$ cat config.mk
export PLATFORM = sky130hd
export DESIGN_NAME = rcfs_field_select
export DESIGN_NICKNAME = d
export VERILOG_FILES = /design/src/inc/rcfs_pkg.sv /design/src/inc/rcfs_cfg_if.sv /design/src/verilog/rcfs_cfg_store.sv /design/src/verilog/rcfs_field_select.sv
export SDC_FILE = /design/constraint.sdc
export NUM_CORES = 1
export LEC_CHECK = 0
export BUFFER_PORTS_ARGS = -buffer_cell sky130_fd_sc_hd__buf_2
export CORE_ASPECT_RATIO = 1.1
export CORE_UTILIZATION = 28
export CTS_CLUSTER_DIAMETER = 40
export CTS_CLUSTER_SIZE = 24
export DETAILED_ROUTE_END_ITERATION = 7
export GPL_TIMING_DRIVEN = 0
export PLACE_DENSITY_LB_ADDON = 0.3
export SLEW_MARGIN = 20
export SYNTH_ARGS = -nofsm -noshare
export SYNTH_HDL_FRONTEND = slang
export SYNTH_SLANG_ARGS = --single-unit
$ cat constraint.sdc
create_clock -name clock -period 1.9 [get_ports clock]
set_clock_uncertainty 0.15 [all_clocks]
set_input_delay 0 -clock clock [delete_from_list [all_inputs] [get_ports clock]]
set_output_delay 0 -clock clock [all_outputs]
set_load 0.1 [all_outputs]
$ cat src/inc/rcfs_pkg.sv
// Function
// - configuration bank contents are shifted out serially to feed a chained device.
// - burst switches with hold high choose which peak detectors gate; with hold low, switch 1 chooses when to discharge.
// - burst switches also enable internal-signal output, track-follow and seek modes.
// - field select high takes comparator threshold from burst threshold input.
// - field select high routes gain control to burst gain capacitor.
// - with burst equalizer enable set, field select picks data or burst code.
// - optical strap grounded selects optical mode, left open selects magnetic.
// - hold high freezes the detector gain control level.
// - hold high in read mode makes synchronizer coast; otherwise no effect.
// - pump gain code combines pump gain input and pump ratio bit.
package rcfs_pkg;
	localparam int CFG_W = 16;
	localparam int CFG_WORDS = 4;
	localparam int IDX_W = 2;
	localparam int EQ_W = 3;
	localparam int AXI_AW = 8;
	// byte addresses of the register map
	localparam logic [AXI_AW-1:0] OFS_BANK00 = 8'h00;
	localparam logic [AXI_AW-1:0] OFS_BANK01 = 8'h04;
	localparam logic [AXI_AW-1:0] OFS_BANK10 = 8'h08;
	localparam logic [AXI_AW-1:0] OFS_BANK11 = 8'h0c;
	localparam logic [AXI_AW-1:0] OFS_CHAIN = 8'h10;
	localparam logic [AXI_AW-1:0] OFS_STATUS = 8'h14;
	localparam logic [IDX_W-1:0] IDX_BANK00 = 2'h0;
	localparam logic [IDX_W-1:0] IDX_BANK10 = 2'h2;
	localparam logic [IDX_W-1:0] IDX_BANK11 = 2'h3;
	// field positions inside the banks
	localparam int POS_BURST_EQ_EN = 12;
	localparam int POS_DATA_EQ = 9;
	localparam int POS_BURST_EQ = 10;
	localparam int POS_PUMP_RATIO = 12;
	localparam int POS_CHAIN_GO = 0;
	// reset values of the banks
	localparam logic [CFG_W-1:0] RST_BANK = 16'h0000;
	// timing
	localparam int CLK_PERIOD_PS = 5000;
	localparam int CHAIN_BIT_NS = 20;
	localparam int CHAIN_DIV = (CHAIN_BIT_NS * 1000 + CLK_PERIOD_PS - 1) / CLK_PERIOD_PS;
	localparam logic [1:0] RESP_OKAY = 2'h0;
	localparam logic [1:0] RESP_SLVERR = 2'h2;
	typedef enum logic [2:0] {
		CH_IDLE = 3'h1,
		CH_LOAD = 3'h2,
		CH_SHIFT = 3'h4
	} rcfs_chain_type;
endpackage

$ cat src/inc/rcfs_cfg_if.sv
`timescale 1ns/100ps
interface rcfs_cfg_if;
	import rcfs_pkg::*;
	logic wr_en;
	logic [IDX_W-1:0] wr_idx;
	logic [CFG_W-1:0] wr_data;
	logic [1:0] wr_strb;
	logic [IDX_W-1:0] rd_idx;
	logic [CFG_W-1:0] rd_data;
	logic [CFG_W-1:0] words [CFG_WORDS];
	modport store (input wr_en, input wr_idx, input wr_data, input wr_strb, input rd_idx,
		output rd_data, output words);
	modport user (output wr_en, output wr_idx, output wr_data, output wr_strb, output rd_idx,
		input rd_data, input words);
endinterface

$ cat src/verilog/rcfs_cfg_store.sv
`timescale 1ns/100ps
module rcfs_cfg_store (
	input wire logic clock,
	input wire logic rst_n,
	rcfs_cfg_if.store cfg
);
	import rcfs_pkg::*;
	logic [CFG_W-1:0] mem_q [CFG_WORDS];
	logic [CFG_W-1:0] rd_q;

	function automatic logic [CFG_W-1:0] merge(input logic [CFG_W-1:0] old,
		input logic [CFG_W-1:0] nw, input logic [1:0] strb);
		merge = {strb[1] ? nw[15:8] : old[15:8], strb[0] ? nw[7:0] : old[7:0]};
	endfunction

	always_ff @(posedge clock) begin
		if (!rst_n) begin
			for (int i = 0; i < CFG_WORDS; i++) begin
				mem_q[i] <= RST_BANK;
			end
		end else if (cfg.wr_en) begin
			mem_q[cfg.wr_idx] <= merge(mem_q[cfg.wr_idx], cfg.wr_data, cfg.wr_strb);
		end
	end

	// registered read port, one cycle behind rd_idx
	always_ff @(posedge clock) begin
		if (!rst_n) begin
			rd_q <= RST_BANK;
		end else begin
			rd_q <= mem_q[cfg.rd_idx];
		end
	end

	assign cfg.rd_data = rd_q;
	assign cfg.words = mem_q;
endmodule // rcfs_cfg_store

$ cat src/verilog/rcfs_field_select.sv
`timescale 1ns/100ps
module rcfs_field_select #(
	parameter int CHAIN_DIV_P = rcfs_pkg::CHAIN_DIV
) (
	input wire logic clock,
	input wire logic rst_n,
	input wire logic s_axi_awvalid,
	output logic s_axi_awready,
	input wire logic [rcfs_pkg::AXI_AW-1:0] s_axi_awaddr,
	input wire logic [2:0] s_axi_awprot,
	input wire logic s_axi_wvalid,
	output logic s_axi_wready,
	input wire logic [31:0] s_axi_wdata,
	input wire logic [3:0] s_axi_wstrb,
	output logic s_axi_bvalid,
	input wire logic s_axi_bready,
	output logic [1:0] s_axi_bresp,
	input wire logic s_axi_arvalid,
	output logic s_axi_arready,
	input wire logic [rcfs_pkg::AXI_AW-1:0] s_axi_araddr,
	input wire logic [2:0] s_axi_arprot,
	output logic s_axi_rvalid,
	input wire logic s_axi_rready,
	output logic [31:0] s_axi_rdata,
	output logic [1:0] s_axi_rresp,
	input wire logic burst_switch_1,
	input wire logic burst_switch_2,
	input wire logic burst_switch_3,
	input wire logic burst_switch_4,
	input wire logic agc_hold_in,
	input wire logic read_mode_in,
	input wire logic field_select_in,
	input wire logic optical_strap_in,
	input wire logic pump_gain_in,
	output logic threshold_from_burst,
	output logic gain_from_burst_cap,
	output logic [rcfs_pkg::EQ_W-1:0] equalizer_code,
	output logic optical_mode,
	output logic agc_freeze,
	output logic sync_coast,
	output logic [1:0] pump_gain_code,
	output logic [3:0] detector_gate,
	output logic burst_discharge,
	output logic internal_out_mode,
	output logic track_follow_mode,
	output logic seek_mode,
	output logic cfg_chain_out,
	output logic cfg_chain_busy
);
	import rcfs_pkg::*;
	localparam int CHAIN_BITS = CFG_W * CFG_WORDS;

	rcfs_cfg_if cfg ();
	rcfs_cfg_store u_store (
		.clock(clock),
		.rst_n(rst_n),
		.cfg(cfg)
	);

	function automatic logic [AXI_AW-1:0] word_addr(input logic [AXI_AW-1:0] a);
		word_addr = {a[AXI_AW-1:2], 2'h0};
	endfunction

	function automatic logic is_bank(input logic [AXI_AW-1:0] a);
		is_bank = word_addr(a) <= OFS_BANK11;
	endfunction

	////////////////////////////////////////////////////////////////////////////////
	// axi4-lite write side
	logic aw_have_q, w_have_q, bvalid_q;
	logic [AXI_AW-1:0] aw_addr_q;
	logic [CFG_W-1:0] w_data_q;
	logic [1:0] w_strb_q;
	logic do_write, chain_go, wr_ok;
	logic [1:0] bresp_q;

	assign do_write = aw_have_q && w_have_q && !bvalid_q;
	assign wr_ok = is_bank(aw_addr_q) || word_addr(aw_addr_q) == OFS_CHAIN;
	assign chain_go = do_write && word_addr(aw_addr_q) == OFS_CHAIN && w_strb_q[0]
		&& w_data_q[POS_CHAIN_GO];

	always_ff @(posedge clock) begin
		if (!rst_n) begin
			aw_have_q <= 1'b0;
			aw_addr_q <= '0;
		end else if (s_axi_awvalid && !aw_have_q) begin
			aw_have_q <= 1'b1;
			aw_addr_q <= s_axi_awaddr;
		end else if (do_write) begin
			aw_have_q <= 1'b0;
		end
	end

	always_ff @(posedge clock) begin
		if (!rst_n) begin
			w_have_q <= 1'b0;
			w_data_q <= '0;
			w_strb_q <= '0;
		end else if (s_axi_wvalid && !w_have_q) begin
			w_have_q <= 1'b1;
			w_data_q <= s_axi_wdata[CFG_W-1:0];
			w_strb_q <= s_axi_wstrb[1:0];
		end else if (do_write) begin
			w_have_q <= 1'b0;
		end
	end

	always_ff @(posedge clock) begin
		if (!rst_n) begin
			bvalid_q <= 1'b0;
			bresp_q <= RESP_OKAY;
		end else if (do_write) begin
			bvalid_q <= 1'b1;
			bresp_q <= wr_ok ? RESP_OKAY : RESP_SLVERR;
		end else if (s_axi_bready) begin
			bvalid_q <= 1'b0;
		end
	end

	assign s_axi_awready = !aw_have_q;
	assign s_axi_wready = !w_have_q;
	assign s_axi_bvalid = bvalid_q;
	assign s_axi_bresp = bresp_q;
	assign cfg.wr_en = do_write && is_bank(aw_addr_q);
	assign cfg.wr_idx = aw_addr_q[IDX_W+1:2];
	assign cfg.wr_data = w_data_q;
	assign cfg.wr_strb = w_strb_q;

	////////////////////////////////////////////////////////////////////////////////
	// axi4-lite read side: one cycle to fetch from the store, then rvalid
	logic rd_pend_q, rvalid_q;
	logic [AXI_AW-1:0] ar_addr_q;
	logic [31:0] rdata_q;
	logic [1:0] rresp_q;
	logic [31:0] status_word;

	always_ff @(posedge clock) begin
		if (!rst_n) begin
			rd_pend_q <= 1'b0;
			ar_addr_q <= '0;
		end else if (s_axi_arvalid && !rd_pend_q && !rvalid_q) begin
			rd_pend_q <= 1'b1;
			ar_addr_q <= s_axi_araddr;
		end else begin
			rd_pend_q <= 1'b0;
		end
	end

	assign cfg.rd_idx = s_axi_araddr[IDX_W+1:2]; // store word fetched on the take edge

	always_ff @(posedge clock) begin
		if (!rst_n) begin
			rvalid_q <= 1'b0;
			rdata_q <= '0;
			rresp_q <= RESP_OKAY;
		end else if (rd_pend_q) begin
			rvalid_q <= 1'b1;
			rresp_q <= RESP_OKAY;
			if (is_bank(ar_addr_q)) begin
				rdata_q <= {16'h0000, cfg.rd_data};
			end else if (word_addr(ar_addr_q) == OFS_STATUS) begin
				rdata_q <= status_word;
			end else if (word_addr(ar_addr_q) == OFS_CHAIN) begin
				rdata_q <= '0;
			end else begin
				rdata_q <= '0;
				rresp_q <= RESP_SLVERR;
			end
		end else if (s_axi_rready) begin
			rvalid_q <= 1'b0;
		end
	end

	assign s_axi_arready = !rd_pend_q && !rvalid_q;
	assign s_axi_rvalid = rvalid_q;
	assign s_axi_rdata = rdata_q;
	assign s_axi_rresp = rresp_q;

	////////////////////////////////////////////////////////////////////////////////
	// field steering
	logic burst_eq_en;
	logic [EQ_W-1:0] data_eq, burst_eq;
	logic [3:0] sw;

	assign burst_eq_en = cfg.words[IDX_BANK00][POS_BURST_EQ_EN];
	assign data_eq = cfg.words[IDX_BANK00][POS_DATA_EQ +: EQ_W];
	assign burst_eq = cfg.words[IDX_BANK11][POS_BURST_EQ +: EQ_W];
	assign sw = {burst_switch_4, burst_switch_3, burst_switch_2, burst_switch_1};

	always_ff @(posedge clock) begin
		if (!rst_n) begin
			threshold_from_burst <= 1'b0;
			gain_from_burst_cap <= 1'b0;
			equalizer_code <= '0;
		end else begin
			threshold_from_burst <= field_select_in;
			gain_from_burst_cap <= field_select_in;
			// enable clear pins the data code whatever the field is
			equalizer_code <= (burst_eq_en && field_select_in) ? burst_eq : data_eq;
		end
	end

	// strap is sampled after reset release, never under reset itself
	logic strap_taken_q;
	always_ff @(posedge clock) begin
		if (!rst_n) begin
			strap_taken_q <= 1'b0;
			optical_mode <= 1'b0;
		end else if (!strap_taken_q) begin
			strap_taken_q <= 1'b1;
			optical_mode <= !optical_strap_in;
		end
	end

	always_ff @(posedge clock) begin
		if (!rst_n) begin
			agc_freeze <= 1'b0;
			sync_coast <= 1'b0;
			pump_gain_code <= '0;
		end else begin
			agc_freeze <= agc_hold_in;
			sync_coast <= agc_hold_in && read_mode_in;
			pump_gain_code <= {pump_gain_in, cfg.words[IDX_BANK10][POS_PUMP_RATIO]};
		end
	end

	// hold high: switches pick gating detectors; hold low: switches pick modes
	always_ff @(posedge clock) begin
		if (!rst_n) begin
			detector_gate <= '0;
			burst_discharge <= 1'b0;
			internal_out_mode <= 1'b0;
			track_follow_mode <= 1'b0;
			seek_mode <= 1'b0;
		end else begin
			detector_gate <= agc_hold_in ? sw : 4'h0;
			burst_discharge <= !agc_hold_in && sw[0];
			internal_out_mode <= !agc_hold_in && sw[1];
			track_follow_mode <= !agc_hold_in && sw[2];
			seek_mode <= !agc_hold_in && sw[3];
		end
	end

	assign status_word = {14'h0000, seek_mode, track_follow_mode, internal_out_mode,
		burst_discharge, cfg_chain_busy, detector_gate, pump_gain_code, equalizer_code,
		optical_mode, read_mode_in, agc_hold_in, field_select_in};

	////////////////////////////////////////////////////////////////////////////////
	// chain output: all banks, bank 3 msb first, one bit per divider pulse
	rcfs_chain_type ch_q;
	logic [CHAIN_BITS-1:0] sh_q;
	logic [7:0] bit_cnt_q;
	logic [15:0] div_q;
	logic tick;
	logic go_seen_q;

	assign tick = div_q == 16'(CHAIN_DIV_P - 1);

	always_ff @(posedge clock) begin
		if (!rst_n || ch_q != CH_SHIFT || tick) begin
			div_q <= '0;
		end else begin
			div_q <= div_q + 16'h0001;
		end
	end

	// a request during a shift is kept and served afterwards
	always_ff @(posedge clock) begin
		if (!rst_n) begin
			go_seen_q <= 1'b0;
		end else if (chain_go || cfg.wr_en) begin
			go_seen_q <= 1'b1;
		end else if (ch_q == CH_LOAD) begin
			go_seen_q <= 1'b0;
		end
	end

	always_ff @(posedge clock) begin
		if (!rst_n) begin
			ch_q <= CH_IDLE;
			sh_q <= '0;
			bit_cnt_q <= '0;
			cfg_chain_out <= 1'b0;
			cfg_chain_busy <= 1'b0;
		end else begin
			case (ch_q)
				CH_IDLE: begin
					cfg_chain_busy <= 1'b0;
					if (go_seen_q) begin
						ch_q <= CH_LOAD;
					end
				end
				CH_LOAD: begin
					sh_q <= {cfg.words[3], cfg.words[2], cfg.words[1], cfg.words[0]};
					bit_cnt_q <= 8'(CHAIN_BITS);
					cfg_chain_busy <= 1'b1;
					ch_q <= CH_SHIFT;
				end
				CH_SHIFT: begin
					if (tick) begin
						cfg_chain_out <= sh_q[CHAIN_BITS-1];
						sh_q <= {sh_q[CHAIN_BITS-2:0], 1'b0};
						bit_cnt_q <= bit_cnt_q - 8'h01;
						if (bit_cnt_q == 8'h01) begin
							ch_q <= CH_IDLE;
						end
					end
				end
				default: begin
					ch_q <= CH_IDLE;
				end
			endcase
		end
	end

	////////////////////////////////////////////////////////////////////////////////
	// checks
	a_thresh_follows: assert property (@(posedge clock) disable iff (!rst_n)
		##1 threshold_from_burst == $past(field_select_in))
		else $error("threshold select does not follow field select");
	a_gain_cap_follows: assert property (@(posedge clock) disable iff (!rst_n)
		##1 gain_from_burst_cap == $past(field_select_in))
		else $error("gain capacitor select does not follow field select");
	a_eq_burst_pick: assert property (@(posedge clock) disable iff (!rst_n)
		burst_eq_en && field_select_in |=> equalizer_code == $past(burst_eq))
		else $error("burst equalizer code not applied");
	a_eq_data_default: assert property (@(posedge clock) disable iff (!rst_n)
		!burst_eq_en |=> equalizer_code == $past(data_eq))
		else $error("data equalizer code not applied with enable clear");
	a_coast_read_only: assert property (@(posedge clock) disable iff (!rst_n)
		!read_mode_in |=> !sync_coast)
		else $error("synchronizer coasts outside read mode");
	a_hold_freeze: assert property (@(posedge clock) disable iff (!rst_n)
		agc_hold_in |=> agc_freeze)
		else $error("gain not frozen while hold high");
	a_gate_needs_hold: assert property (@(posedge clock) disable iff (!rst_n)
		!agc_hold_in |=> detector_gate == 4'h0 && burst_discharge == $past(sw[0]))
		else $error("detector gating without hold");
	a_modes_off_hold: assert property (@(posedge clock) disable iff (!rst_n)
		agc_hold_in |=> !seek_mode && !track_follow_mode && !internal_out_mode)
		else $error("switch modes active while hold high");
	a_pump_code: assert property (@(posedge clock) disable iff (!rst_n)
		##1 pump_gain_code[1] == $past(pump_gain_in))
		else $error("pump gain code does not follow pump gain input");
	a_chain_starts: assert property (@(posedge clock) disable iff (!rst_n)
		ch_q == CH_IDLE && go_seen_q |-> ##2 cfg_chain_busy)
		else $error("chain shift did not start");
endmodule // rcfs_field_select

# After elaboration in Yosys (flattened, before gate mapping)
# Index checks and enable logic that the tools add are counted.
dict set report totals {
  register_bits 267
  latchBits 0
  mem_bits_rw 0
  mem_bits_ro 0
  in_bits 74
  out_inout_bits 61
  word_cells 136
  mem_count 0
}
dict set report op_classes {
  n_addsub 2
  multipliers 0
  div 0
  n_lt_le_gt_ge 5
  eq_ne 12
  shift 0
  muxes 38
  n_bitwise 2
  reduce_logical 41
}
# operator n
set ops {}
lappend ops {{case mux 64 bit (2 select lines)} 1}
lappend ops {{two-way mux 16 bit} 5}
lappend ops {{binary-select mux 16 bit (select 2 bit)} 2}
lappend ops {{bitwise mux 64 bit} 1}
lappend ops {{two-way mux 64 bit} 1}
lappend ops {{two-way mux 18 bit} 2}
lappend ops {{demux 16 bit (select 2 bit)} 1}
lappend ops {{two-way mux 8 bit} 3}
lappend ops {{equality test 6 x 3 -> 1 bit (second input constant)} 3}
lappend ops {{logical AND 1 bit} 18}
lappend ops {{adder 16 x 1 -> 16 bit (second input constant)} 1}
lappend ops {{equality test 16 x 2 -> 1 bit (second input constant)} 1}
lappend ops {{less-or-equal comparator 8 x 4 -> 1 bit (second input constant)} 2}
lappend ops {{case mux 8 bit (2 select lines)} 1}
lappend ops {{nonzero test 2 bit} 7}
lappend ops {{two-way mux 3 bit} 4}
lappend ops {{two-way mux 1 bit} 11}
lappend ops {{case mux 3 bit (3 select lines)} 1}
lappend ops {{equality test 8 x 1 -> 1 bit (second input constant)} 1}
lappend ops {{logical NOT 1 bit} 8}
lappend ops {{two-way mux 2 bit} 4}
lappend ops {{subtractor 8 x 1 -> 8 bit (second input constant)} 1}
lappend ops {{>= comparator 3 bit (second input constant)} 2}
lappend ops {{inequality test 2 bit (second input constant)} 3}
lappend ops {{other kinds (10)} 16}

# Logic depth before layout (Yosys ltp)
# Gate-level depths: netlist (run 1).
dict set report logic_depth {
  depth_word 7
  mapped_depth 6
}

# Cells and area by module
# Synthesis (run 1) repeated with hierarchy kept, for this count alone.
dict set report unflattened {
  hier_cells 1002
  hier_area_um2 10100.9
}
# mod instances cells_each area_each_um2 seq_area_each_um2
set modules_own_cells {}
lappend modules_own_cells {rcfs_field_select 1 695 6839.1 3343.2}
lappend modules_own_cells {rcfs_cfg_store 1 307 3261.9 1601.5}

# Worst setup path before layout (run 1)
# OpenSTA, ideal clock, no wires.
dict set report synth_timing {
  kind {register to register}
  from {register rvalid_q, in the netlist s_axi_rvalid}
  to {register ar_addr_q[3]}
  setup_ns 0.128
  arrival_time_ns 2.906
  required_ns 1.622
  setup_slack_ns -1.283
  stages_incl_launch_ff 6
  path_buffers 1
  period_less_slack_ns 3.183
  path_cell_list {dfxtp_1 > nor2_1 > and2_1 > clkbuf_1 > mux2i_1 > nor2_1}
}
dict set report synth_between {
  elab_chain_len 2
}
# element line
set synth_lines {}
lappend synth_lines {{start, declared} rcfs_field_select.sv:131} ;# logic rd_pend_q, rvalid_q;
lappend synth_lines {{start signal, assigned} rcfs_field_select.sv:153} ;# rvalid_q <= 1'b0;
lappend synth_lines {{start signal, assigned} rcfs_field_select.sv:157} ;# rvalid_q <= 1'b1;
lappend synth_lines {{start signal, assigned} rcfs_field_select.sv:170} ;# rvalid_q <= 1'b0;
lappend synth_lines {{logical NOT 1 bit} rcfs_field_select.sv:141} ;# end else if (s_axi_arvalid && !rd_pend_q && !rvalid_q) begin
lappend synth_lines {{logical AND 1 bit} rcfs_field_select.sv:141}
lappend synth_lines {{end signal, assigned} rcfs_field_select.sv:143} ;# ar_addr_q <= s_axi_araddr;
lappend synth_lines {{end, declared} rcfs_field_select.sv:132} ;# logic [AXI_AW-1:0] ar_addr_q;
# Every way passes these cells.
# A chain may end at the register's enable or synchronous reset.

# Worst setup path after layout (run 1)
dict set report layout_timing {
  from {register div_q[0]}
  to {register sh_q[29]}
}
dict set report layout_between {
  elab_chain_len 3
}
# element line
set layout_lines {}
lappend layout_lines {{start, declared} rcfs_field_select.sv:253} ;# logic [15:0] div_q;
lappend layout_lines {{start signal, assigned} rcfs_field_select.sv:263} ;# div_q <= div_q + 16'h0001;
lappend layout_lines {{equality test 16 x 2 -> 1 bit} rcfs_field_select.sv:257} ;# assign tick = div_q == 16'(CHAIN_DIV_P - 1);
lappend layout_lines {{inequality test 2 bit (no line)} --}
lappend layout_lines {{AND reduction 2 bit (no line)} --}
lappend layout_lines {{end signal, assigned} rcfs_field_select.sv:294} ;# sh_q <= {cfg.words[3], cfg.words[2], cfg.words[1], cfg.words[0]};
lappend layout_lines {{end signal, assigned} rcfs_field_select.sv:302} ;# sh_q <= {sh_q[CHAIN_BITS-2:0], 1'b0};
lappend layout_lines {{end, declared} rcfs_field_select.sv:251} ;# logic [CHAIN_BITS-1:0] sh_q;
# Every way passes these cells.

==> results of run 1 <==
[cells in the mapped netlist, types with 10 or more instances]
cell	count	area (um2)
nor2_1	191	717
o2bb2ai_1	60	526
o21ai_0	10	50.1
o221a_1	14	158
a21oi_1	37	185
buf_4	23	173
and2_1	26	163
clkbuf_1	46	173
mux4_2	31	698
o221a_2	49	552
nand3_1	12	60.1
a32oi_1	16	140
buf_2	15	75.1
dfxtp_1	247	4940
mux2i_1	30	300
inv_1	10	37.5
a211oi_1	17	128
nand2_1	65	244
[final timing paths]
kind              depth (start not counted)  slack (ns)                     to
setup / recovery                          8       -0.04               sh_q[29]
hold / removal                            6        0.03  u_store.cfg.words[53]
setup reg to reg                          8       -0.04               sh_q[29]
hold reg to reg                           1        0.29               div_q[0]
[layout make-up]
class / count / area share [%]
Clock inverter: 21 / 2.08
Sequential cell: 247 / 34.7
Inverter: 11 / 0.314
Multi-Input combinational cell: 678 / 38.2
Tap cell: 481 / 4.19
Timing Repair Buffer: 168 / 9.15
Clock buffer: 44 / 6.92
Buffer: 87 / 4.43
[power groups by stage]
stage | combinational [mW] | sequential, mW | clock [mW]
2_1_floorplan | 1.10 | 6.01 | 0
3_3_place_gp | 1.74 | 5.77 | 0
3_5_place_dp | 1.75 | 5.78 | 0
4_1_cts | 1.97 | 5.70 | 7.21
5_1_grt | 2.20 | 5.75 | 7.46
6_report | 2.05 | 5.72 | 7.12
[tightest hold or removal path, delay by kind of cell]
family / cells / cell delay (ns)
compound gates: 1 / 0.09
buf+inv: 3 / 0.37
simple gates: 2 / 0.20
[registers in the layout, indices dropped and copies added (netlist names), 3 cells and up]
name	flops
detector_gate	4
s_axi_rdata	18
equalizer_code	3
bit_cnt_q	8
cfg.wr_data	16
u_store.cfg.rd_data	16
div_q	16
sh_q	64
aw_addr_q	6
ar_addr_q	6
ch_q	3
u_store.cfg.words	64
[layer usage]
layer / wire length (um) / vias up / part of all wire (%)
met5: 0 / - / 0
met4: 1260 / 0 / 3.9
met3: 1680 / 61 / 5.2
met2: 15100 / 227 / 47
met1: 13900 / 4194 / 44
li1: - / 4152 / -
[cell families after synthesis]
group | count (synthesis) | synth area share (%)
flops | 247 | 48.6
xor+xnor | 10 | 0.861
mux | 65 | 10.3
fa+ha+maj | 3 | 0.369
simple gates | 362 | 16.6
buf+inv | 103 | 4.83
other cells | 1 | 0.0369
compound gates | 222 | 18.5
[metrics by stage]
stage,hold slack (ns),util (%),cells,TNS (ns),worst slack (ns)
2_1_floorplan,-0.122,-,1028,-0.0430,-0.00445
3_3_place_gp,0.0131,31.9,1597,-71.51,-0.599
5_1_grt,0.0453,40.4,1737,-9.12,-0.156
4_1_cts,0.0281,38.8,1727,-0.694,-0.0598
6_report,0.0314,40.4,1737,-0.660,-0.0378
3_5_place_dp,0.00595,31.9,1597,-70.29,-0.577
[what timing repair did]
action / CTS / global route
hold buffers: 50 / 0
endpoints found under the setup margin: 164 / 156
pin swaps: 11 / 23
resized for setup: 122 / 93
buffers inserted: 12 / 9
endpoints found under the hold margin: 65 / 0
cloned: 6 / 3
==> key figures, run 1 <==
Worst setup path
  – CP max FO: 10
  – Crit-path max cell delay: 0.36 ns
  – Most frequent CP cell: buf_12
  – Worst path arrival time: 2.22 ns
  – Critical Path RT: 2.19 ns
  – Setup CP Type: reg2reg
  – Crit path launch type: flip-flop
  – Worst Setup End Kind: flip-flop
  – R2r startpoint: div_q[0]
  – Cell family with most CP delay: buffers and inverters
  – Cell Chain, Critical Path: ha_4 > nor4b_4 > nand4_1 > buf_6 > o21ai_4 > buf_12 > buf_12 > o221a_4
  – Slowest-stage cell, CP: dfxtp_4
  – Crit path buf inv count: 3
  – Crit path launch: div_q[0]

Logic synthesis
  – Post-synthesis sequential area ratio: 48.6%
  – Main synth FF type: dfxtp_1
  – Synth unique cells: 58
  – Mean Syn Cell Area: 10.0 um2
  – Mapped Cells: 1,013
  – Share of synthesized registers carrying an async set or reset: 0%
  – Post-synth EDFFs: 0
  – Mapped cell area: 10,200 um2
  – Synth warn: 0
  – #FFs+latches synth: 247

Route
  – Drt first-iter violations: 471
  – DRC Markers: 0
  – Post-DRT Antenna Nets: 0
  – Routed WL: 32,000 um
  – Drt via density: 4.97
  – Drt pass-1 iters: 6
  – Routed len/inst: 18.4 um
  – Detailed-route via count: 8,634

Layout
  – Fill count: 3,478
  – Ant. Diodes: 0
  – Multi-input gate area: 5480 um2
  – Share of cells above drive strength 1: 32.5%
  – Flip-flop and latch area: 4980 um2
  – Most frequent cells in the layout: 235 x dfxtp_1, 185 x nor2_1, 92 x buf_2
  – Area Growth Syn to Fin: 41.0%
  – Cell area after layout: 14,300 um2
  – NumNets Final: 1,306
  – Commonest non-fill, non-tap cell in the layout: dfxtp_1

Die
  – # IOs: 135
  – Die ar.: 37,100 um2
  – Site row count: 72
  – Die Y: 202 um
  – Die width: 184 um
  – Initial Util: 28.7%
  – Core area: 35,500 um2

STA
  – Final setup fails: 42
  – Hold Vio Cnt, Final: 0
  – Slew HR: 33.4%
  – Worst slew pin tran: 0.999 ns
  – Fin crit period: 1.94 ns
  – Slew Viols, Final: 0
  – Final worst setup slack: -0.0378 ns
  – RSZ-0062 raised after global routing: true
  – Fin crit share: 102%
  – Max Fclk: 516 MHz

Global routing
  – Overall Global Routing Usage: 16.9%
  – Vias in the first global route: 8,625
  – Met1 Use GR: 21.3%
  – Met3 Use GR: 3.23%
  – Largest net degree at the start of global routing: 15
  – Total gr overflow: 0
  – First-pass GRT wire length: 49,100 um
  – Initial antenna violation count: 0
  – GRT met2 Usage: 27.9%
  – GR peak layer: met2

Power
  – Leakage: 5.45 nW
  – Worst VDD drop: 695 uV
  – Switch Pwr: 4.09 mW
  – Combinational Power Share: 13.8%
  – Internal: 10.8 mW
  – Sw Ratio: 27.5%
  – Pwr dens: 1040 nW/um2
  – Clock share of power: 47.8%
  – Sequential power share: 38.4%
  – Pwr Total: 14.9 mW

Placed design
  – Placer Congestion: 0.847
  – Number of port buffers: 88
  – Post-DP HPWL: 22,000 um
  – Area after DPL: 11,300 um2

CTS
  – CTS tree: done
  – CTS root buffer: clkbuf_16
  – Clk Latency, worst-skew pair: 0.52 ns
  – Sink Count: 247
  – CTS Buffer Depth: 3
  – Clock transition at path regs: 0.06 ns
  – CTS buffer count: 36
  – H-tree depth: 2

Flow run
  – Total of max-cap violations: 0

Run status
  – Status: finished with violations
  – Failing checks: negative setup slack

Min path
  – Worst hold path startpoint: rst_n
  – Hold crit path type: in2reg
Note: power is estimated with default switching activity, not from simulation.
==> run 2, diff against run 1 <==
- SKIP_CTS_REPAIR_TIMING: unset -> 1
==> run 2 against run 1 <==
  * The flow still finishes with violations (negative setup slack)
  * Worst hold slack better by 0.024 ns
  * Flip-flop and latch count unchanged
  * Routed wire length shrank 2.2%
  * Count of clock-buffer cells in the layout unchanged
  * Die area unchanged
  * Final cell count decreased by 0.75%
  * Power decreased by 0.42%
  * Setup slack gained 0.019 ns
  * Combinational power down 2%
  * First-iteration DRC count is the same
  * Global-route usage is 0.80 points lower
==> key figures, run 2 (synthesis results as in run 1) <==
STA
  – Worst slew pin tran: 0.973 ns
  – Slew HR: 35.2%
  – Max Fclk: 521 MHz
  – Hold Vio Cnt, Final: 0
  – Fin crit share: 101%
  – Slew Viols, Final: 0
  – Final worst setup slack: -0.0190 ns
  – Setup TNS: -0.0883 ns
  – Final setup fails: 8
  – RSZ-0062 raised after global routing: true
  – Fin crit period: 1.92 ns

Die
  – Die Y: 202 um
  – Die ar.: 37,100 um2
  – Site row count: 72
  – # IOs: 135
  – Core area: 35,500 um2
  – Die width: 184 um
  – Initial Util: 28.7%

Run status
  – Failing checks: negative setup slack
  – Status: finished with violations

Placed design
  – Placer Congestion: 0.847
  – Number of port buffers: 88
  – Post-DP HPWL: 22,000 um

Worst setup path
  – Crit-path max cell delay: 0.38 ns
  – Cell Chain, Critical Path: or3_1 > buf_6 > nor4_4 > buf_4 > nand3b_1 > buf_6 > buf_12 > o2bb2ai_2
  – Worst Setup End Kind: flip-flop
  – Most frequent CP cell: buf_6
  – Crit path buf inv count: 4
  – Setup CP Type: reg2reg
  – R2r startpoint: aw_addr_q[5]
  – Critical Path RT: 2.19 ns
  – Crit path launch type: flip-flop
  – CP max FO: 10
  – Slowest-stage cell, CP: or3_1
  – Worst path arrival time: 2.21 ns
  – Reg2reg setup slack: -0.02 ns
  – Cell family with most CP delay: buffers and inverters
  – Cell depth of the worst flop-to-flop path: 8
  – Reg2Reg Capture Point: u_store.cfg.words[42]

Layout
  – Commonest non-fill, non-tap cell in the layout: dfxtp_1
  – Most frequent cells in the layout: 233 x dfxtp_1, 185 x nor2_1, 92 x buf_2
  – Share of cells above drive strength 1: 32.3%
  – Flip-flop and latch area: 4980 um2
  – Ant. Diodes: 0
  – Fill count: 3,501
  – Multi-input gate area: 5410 um2
  – Area Growth Syn to Fin: 38.1%
  – NumNets Final: 1,293

Global routing
  – Met3 Use GR: 3.50%
  – Vias in the first global route: 8,144
  – Overall Global Routing Usage: 16.1%
  – First-pass GRT wire length: 46,600 um
  – GRT met2 Usage: 26.3%
  – Largest net degree at the start of global routing: 15
  – Met1 Use GR: 20.5%
  – GR peak layer: met2
  – Total gr overflow: 0
  – Initial antenna violation count: 0

Route
  – Drt pass-1 iters: 5
  – DRC Markers: 0
  – Drt via density: 5.01
  – Routed len/inst: 18.2 um
  – Detailed-route via count: 8,632
  – Post-DRT Antenna Nets: 0
  – Drt first-iter violations: 471
  – Routed WL: 31,300 um

CTS
  – CTS root buffer: clkbuf_16
  – CTS Buffer Depth: 3
  – CTS buffer count: 36
  – CTS tree: done
  – Clock transition at path regs: 0.06 ns
  – Sink Count: 247
  – Clk Latency, worst-skew pair: 0.52 ns
  – H-tree depth: 2

Min path
  – Hold crit path type: in2reg
  – Hold endpoint: strap_taken_q
  – Hold Path Depth: 2
  – Worst hold path startpoint: rst_n

Power
  – Worst VDD drop: 689 uV
  – Pwr dens: 1060 nW/um2
  – Pwr Total: 14.8 mW
  – Leakage: 5.33 nW

Flow run
  – Total of max-cap violations: 0
## run 2: cell type report
cell class / instances / share of cell area (%)
Clock buffer: 44 / 7.07
Multi-Input combinational cell: 678 / 38.5
Buffer: 87 / 4.30
Tap cell: 481 / 4.28
Inverter: 11 / 0.320
Timing Repair Buffer: 155 / 7.98
Clock inverter: 21 / 2.13
Sequential cell: 247 / 35.4
## run 2: worst max path at each step
stage | to | slack, ns | depth (start not counted) | start
after floorplan | u_store.cfg.words[10] | -0.004 | 5 | s_axi_bvalid
after global placement | sh_q[60] | -0.60 | 6 | div_q[0]
after detailed placement | sh_q[10] | -0.58 | 6 | div_q[0]
after CTS | sh_q[38] | -0.61 | 6 | div_q[0]
after global routing | sh_q[32] | -0.11 | 8 | div_q[0]
final | u_store.cfg.words[42] | -0.02 | 8 | aw_addr_q[5]
## run 2: metal layers
metal	wire length (um)	part of all wire [%]
met4	1050	3.3
met1	13500	43
met5	0	0
met3	1840	5.9
met2	14900	48
## run 2: worst reg2reg max path, cell delays in order (launching register included)
cell       delay, ns
dfxtp_1         0.31
or3_1           0.38
buf_6           0.16
nor4_4          0.12
buf_4           0.19
nand3b_1        0.10
buf_6           0.15
buf_12          0.15
o2bb2ai_2       0.13
## run 2: where the power goes
group	switching (mW)	internal (mW)
clock	2.53	4.58
combinational	1.27	0.733
sequential	0.257	5.46
## run 2: through the flow
| step | std cells | setup WS, ns | hold slack, ns | cell area, um2 | utilization, % |
|---|---|---|---|---|---|
| 6_report | 1724 | -0.0190 | 0.0556 | 14100 | 39.6 |
| 5_1_grt | 1724 | -0.115 | 0.0442 | 14100 | 39.6 |
| 4_1_cts | 1662 | -0.606 | -0.526 | 12600 | 35.5 |
| 3_5_place_dp | 1597 | -0.577 | 0.00595 | 11300 | 31.9 |
| 3_3_place_gp | 1597 | -0.599 | 0.0131 | 11300 | 31.9 |
| 2_1_floorplan | 1028 | -0.00445 | -0.122 | 10300 | - |
==> run 3, diff against run 2 <==
==> constraint.sdc (replaced) <==
create_clock -name clock -period 1.9 [get_ports clock]
set_clock_uncertainty 0.15 [all_clocks]
set_input_delay 0.19 -clock clock [delete_from_list [all_inputs] [get_ports clock]]
set_output_delay 0.19 -clock clock [all_outputs]
set_load 0.1 [all_outputs]
==> run 3 against run 2 <==
  * The flow still finishes with violations (negative setup slack)
  * Global-route usage is the same
  * Via count shrank 0.53%
  * Combinational power is essentially flat
  * Critical path depth is the same
  * Final cell count shrank 0.17%
  * Largest power group unchanged
  * Routed wire length shrank 0.11%
  * Register-to-register slack lost 0.02 ns
  * Sequential power is essentially flat
  * Die area is the same
  * Highest routed layer unchanged
  * Setup slack lost 0.023 ns
  * Non-clock buffer count shrank 3
  * Critical path type unchanged
  * First-iteration DRC count shrank 17%
  * Largest cell class unchanged
==> key figures, run 3 (synthesis results as in run 1) <==
Run status
  – Status: finished with violations
  – Failing checks: negative setup slack

Placed design
  – Post-DP HPWL: 22,000 um
  – Number of port buffers: 88
  – Area after DPL: 11,300 um2
  – Placer Congestion: 0.847

Layout
  – Post-layout utilization of the core: 39.5%
  – Share of cells above drive strength 1: 32.3%
  – Most frequent cells in the layout: 233 x dfxtp_1, 185 x nor2_1, 91 x buf_2
  – Area Growth Syn to Fin: 37.9%
  – NumNets Final: 1,290
  – Commonest non-fill, non-tap cell in the layout: dfxtp_1
  – Cell area after layout: 14,000 um2
  – Fill count: 3,509
  – Ant. Diodes: 0

STA
  – Slew Viols, Final: 0
  – Final worst setup slack: -0.0420 ns
  – RSZ-0062 raised after global routing: true
  – Setup TNS: -0.332 ns
  – Max Fclk: 515 MHz
  – Final setup fails: 12
  – Hold Vio Cnt, Final: 0
  – Fin crit period: 1.94 ns
  – Fin crit share: 102%
  – Slew HR: 34.7%
  – Worst slew pin tran: 0.979 ns

Route
  – DRC Markers: 0
  – Routed WL: 31,300 um
  – Drt pass-1 iters: 5
  – Drt first-iter violations: 392
  – Routed len/inst: 18.2 um
  – Post-DRT Antenna Nets: 0
  – Detailed-route via count: 8,586
  – Drt via density: 4.99

Power
  – Leakage: 5.32 nW
  – Worst VDD drop: 687 uV
  – Pwr dens: 1060 nW/um2

Die
  – # IOs: 135
  – Die ar.: 37,100 um2
  – Initial Util: 28.7%
  – Site row count: 72
  – Core area: 35,500 um2
  – Die Y: 202 um
  – Die width: 184 um

CTS
  – H-tree depth: 2
  – Sink Count: 247
  – CTS Buffer Depth: 3
  – CTS root buffer: clkbuf_16
  – Clk Latency, worst-skew pair: 0.52 ns
  – CTS buffer count: 36
  – CTS tree: done
  – Clock transition at path regs: 0.06 ns

Worst setup path
  – CP max FO: 10
  – Slowest-stage cell, CP: or3_1
  – Setup CP Type: reg2reg
  – Most frequent CP cell: buf_6
  – Crit-path max cell delay: 0.38 ns
  – Worst path arrival time: 2.24 ns
  – Cell depth of the worst flop-to-flop path: 8
  – Crit path launch type: flip-flop
  – Crit path buf inv count: 4
  – Critical Path RT: 2.19 ns
  – Cell Chain, Critical Path: or3_1 > buf_6 > nor4_4 > buf_4 > nand3b_1 > buf_6 > buf_12 > o2bb2ai_2
  – Cell family with most CP delay: buffers and inverters
  – CP Depth: 8
  – Worst Setup End Kind: flip-flop

Min path
  – Hold Path Depth: 4
  – Hold crit path type: in2reg

Global routing
  – Total gr overflow: 0
  – Overall Global Routing Usage: 16.1%
  – Initial antenna violation count: 0
  – First-pass GRT wire length: 46,600 um
  – Vias in the first global route: 8,144
  – Largest net degree at the start of global routing: 15

Flow run
  – Total of max-cap violations: 0
==> run 3: cell count changes in the layout (fill, tap and decap cells not counted) <==
cell | before | now
buf_1 | 5 | 6
clkbuf_4 | 1 | 2
buf_2 | 92 | 91
dlygate4sd3_1 | 46 | 43
clkbuf_1 | 29 | 28
==> run 3: final cells by class <==
type / instances / area (um2) / share of cell area (%)
plain buffers: 87 / 604 / 4.31
inverters: 11 / 45.0 / 0.321
repair buffers: 152 / 1090 / 7.79
clock inverters: 21 / 299 / 2.13
clock buffers: 44 / 993 / 7.08
multi-input cells: 678 / 5410 / 38.6
flip-flops and latches: 247 / 4980 / 35.5
well taps: 481 / 602 / 4.29
==> run 3: path summary, 6_finish.rpt <==
kind,start,to,slack (ns)
worst max register to register,aw_addr_q[5],u_store.cfg.words[42],-0.04
worst max-delay path,aw_addr_q[5],u_store.cfg.words[42],-0.04
worst min register to register,s_axi_rdata[16],s_axi_rdata[16],0.32
worst min-delay path,rst_n,u_store.cfg.words[53],0.15
==> run 3: power breakdown <==
group	switching (mW)	internal, mW
sequential	0.258	5.46
combinational	1.27	0.730
clock	2.52	4.58
==> run 3: per-layer routing <==
metal	GRT usage (%)	share of wire, %	vias up
li1	-	-	4118
met2	26.3	47	249
met1	20.5	43	4159
met4	6.82	3.9	0
met5	0	0	-
met3	3.50	6.2	60
==> run 3: worst min-delay path, stage by stage <==
cell and delay [ns]:
buf_2 0.12, clkinv_1 0.25, nor2_4 0.09, o2bb2ai_1 0.13
==> run 3: metrics by stage <==
step                      power, mW  cells  hold WS (ns)  setup slack (ns)
after global placement         7.52   1597         0.203            -0.599
after CTS                      14.6   1662        -0.336            -0.606
after floorplan                7.11   1028        0.0677          -0.00445
after detailed placement       7.53   1597         0.196            -0.577
final                          14.8   1721         0.150           -0.0420
after global routing           15.4   1721         0.174            -0.115
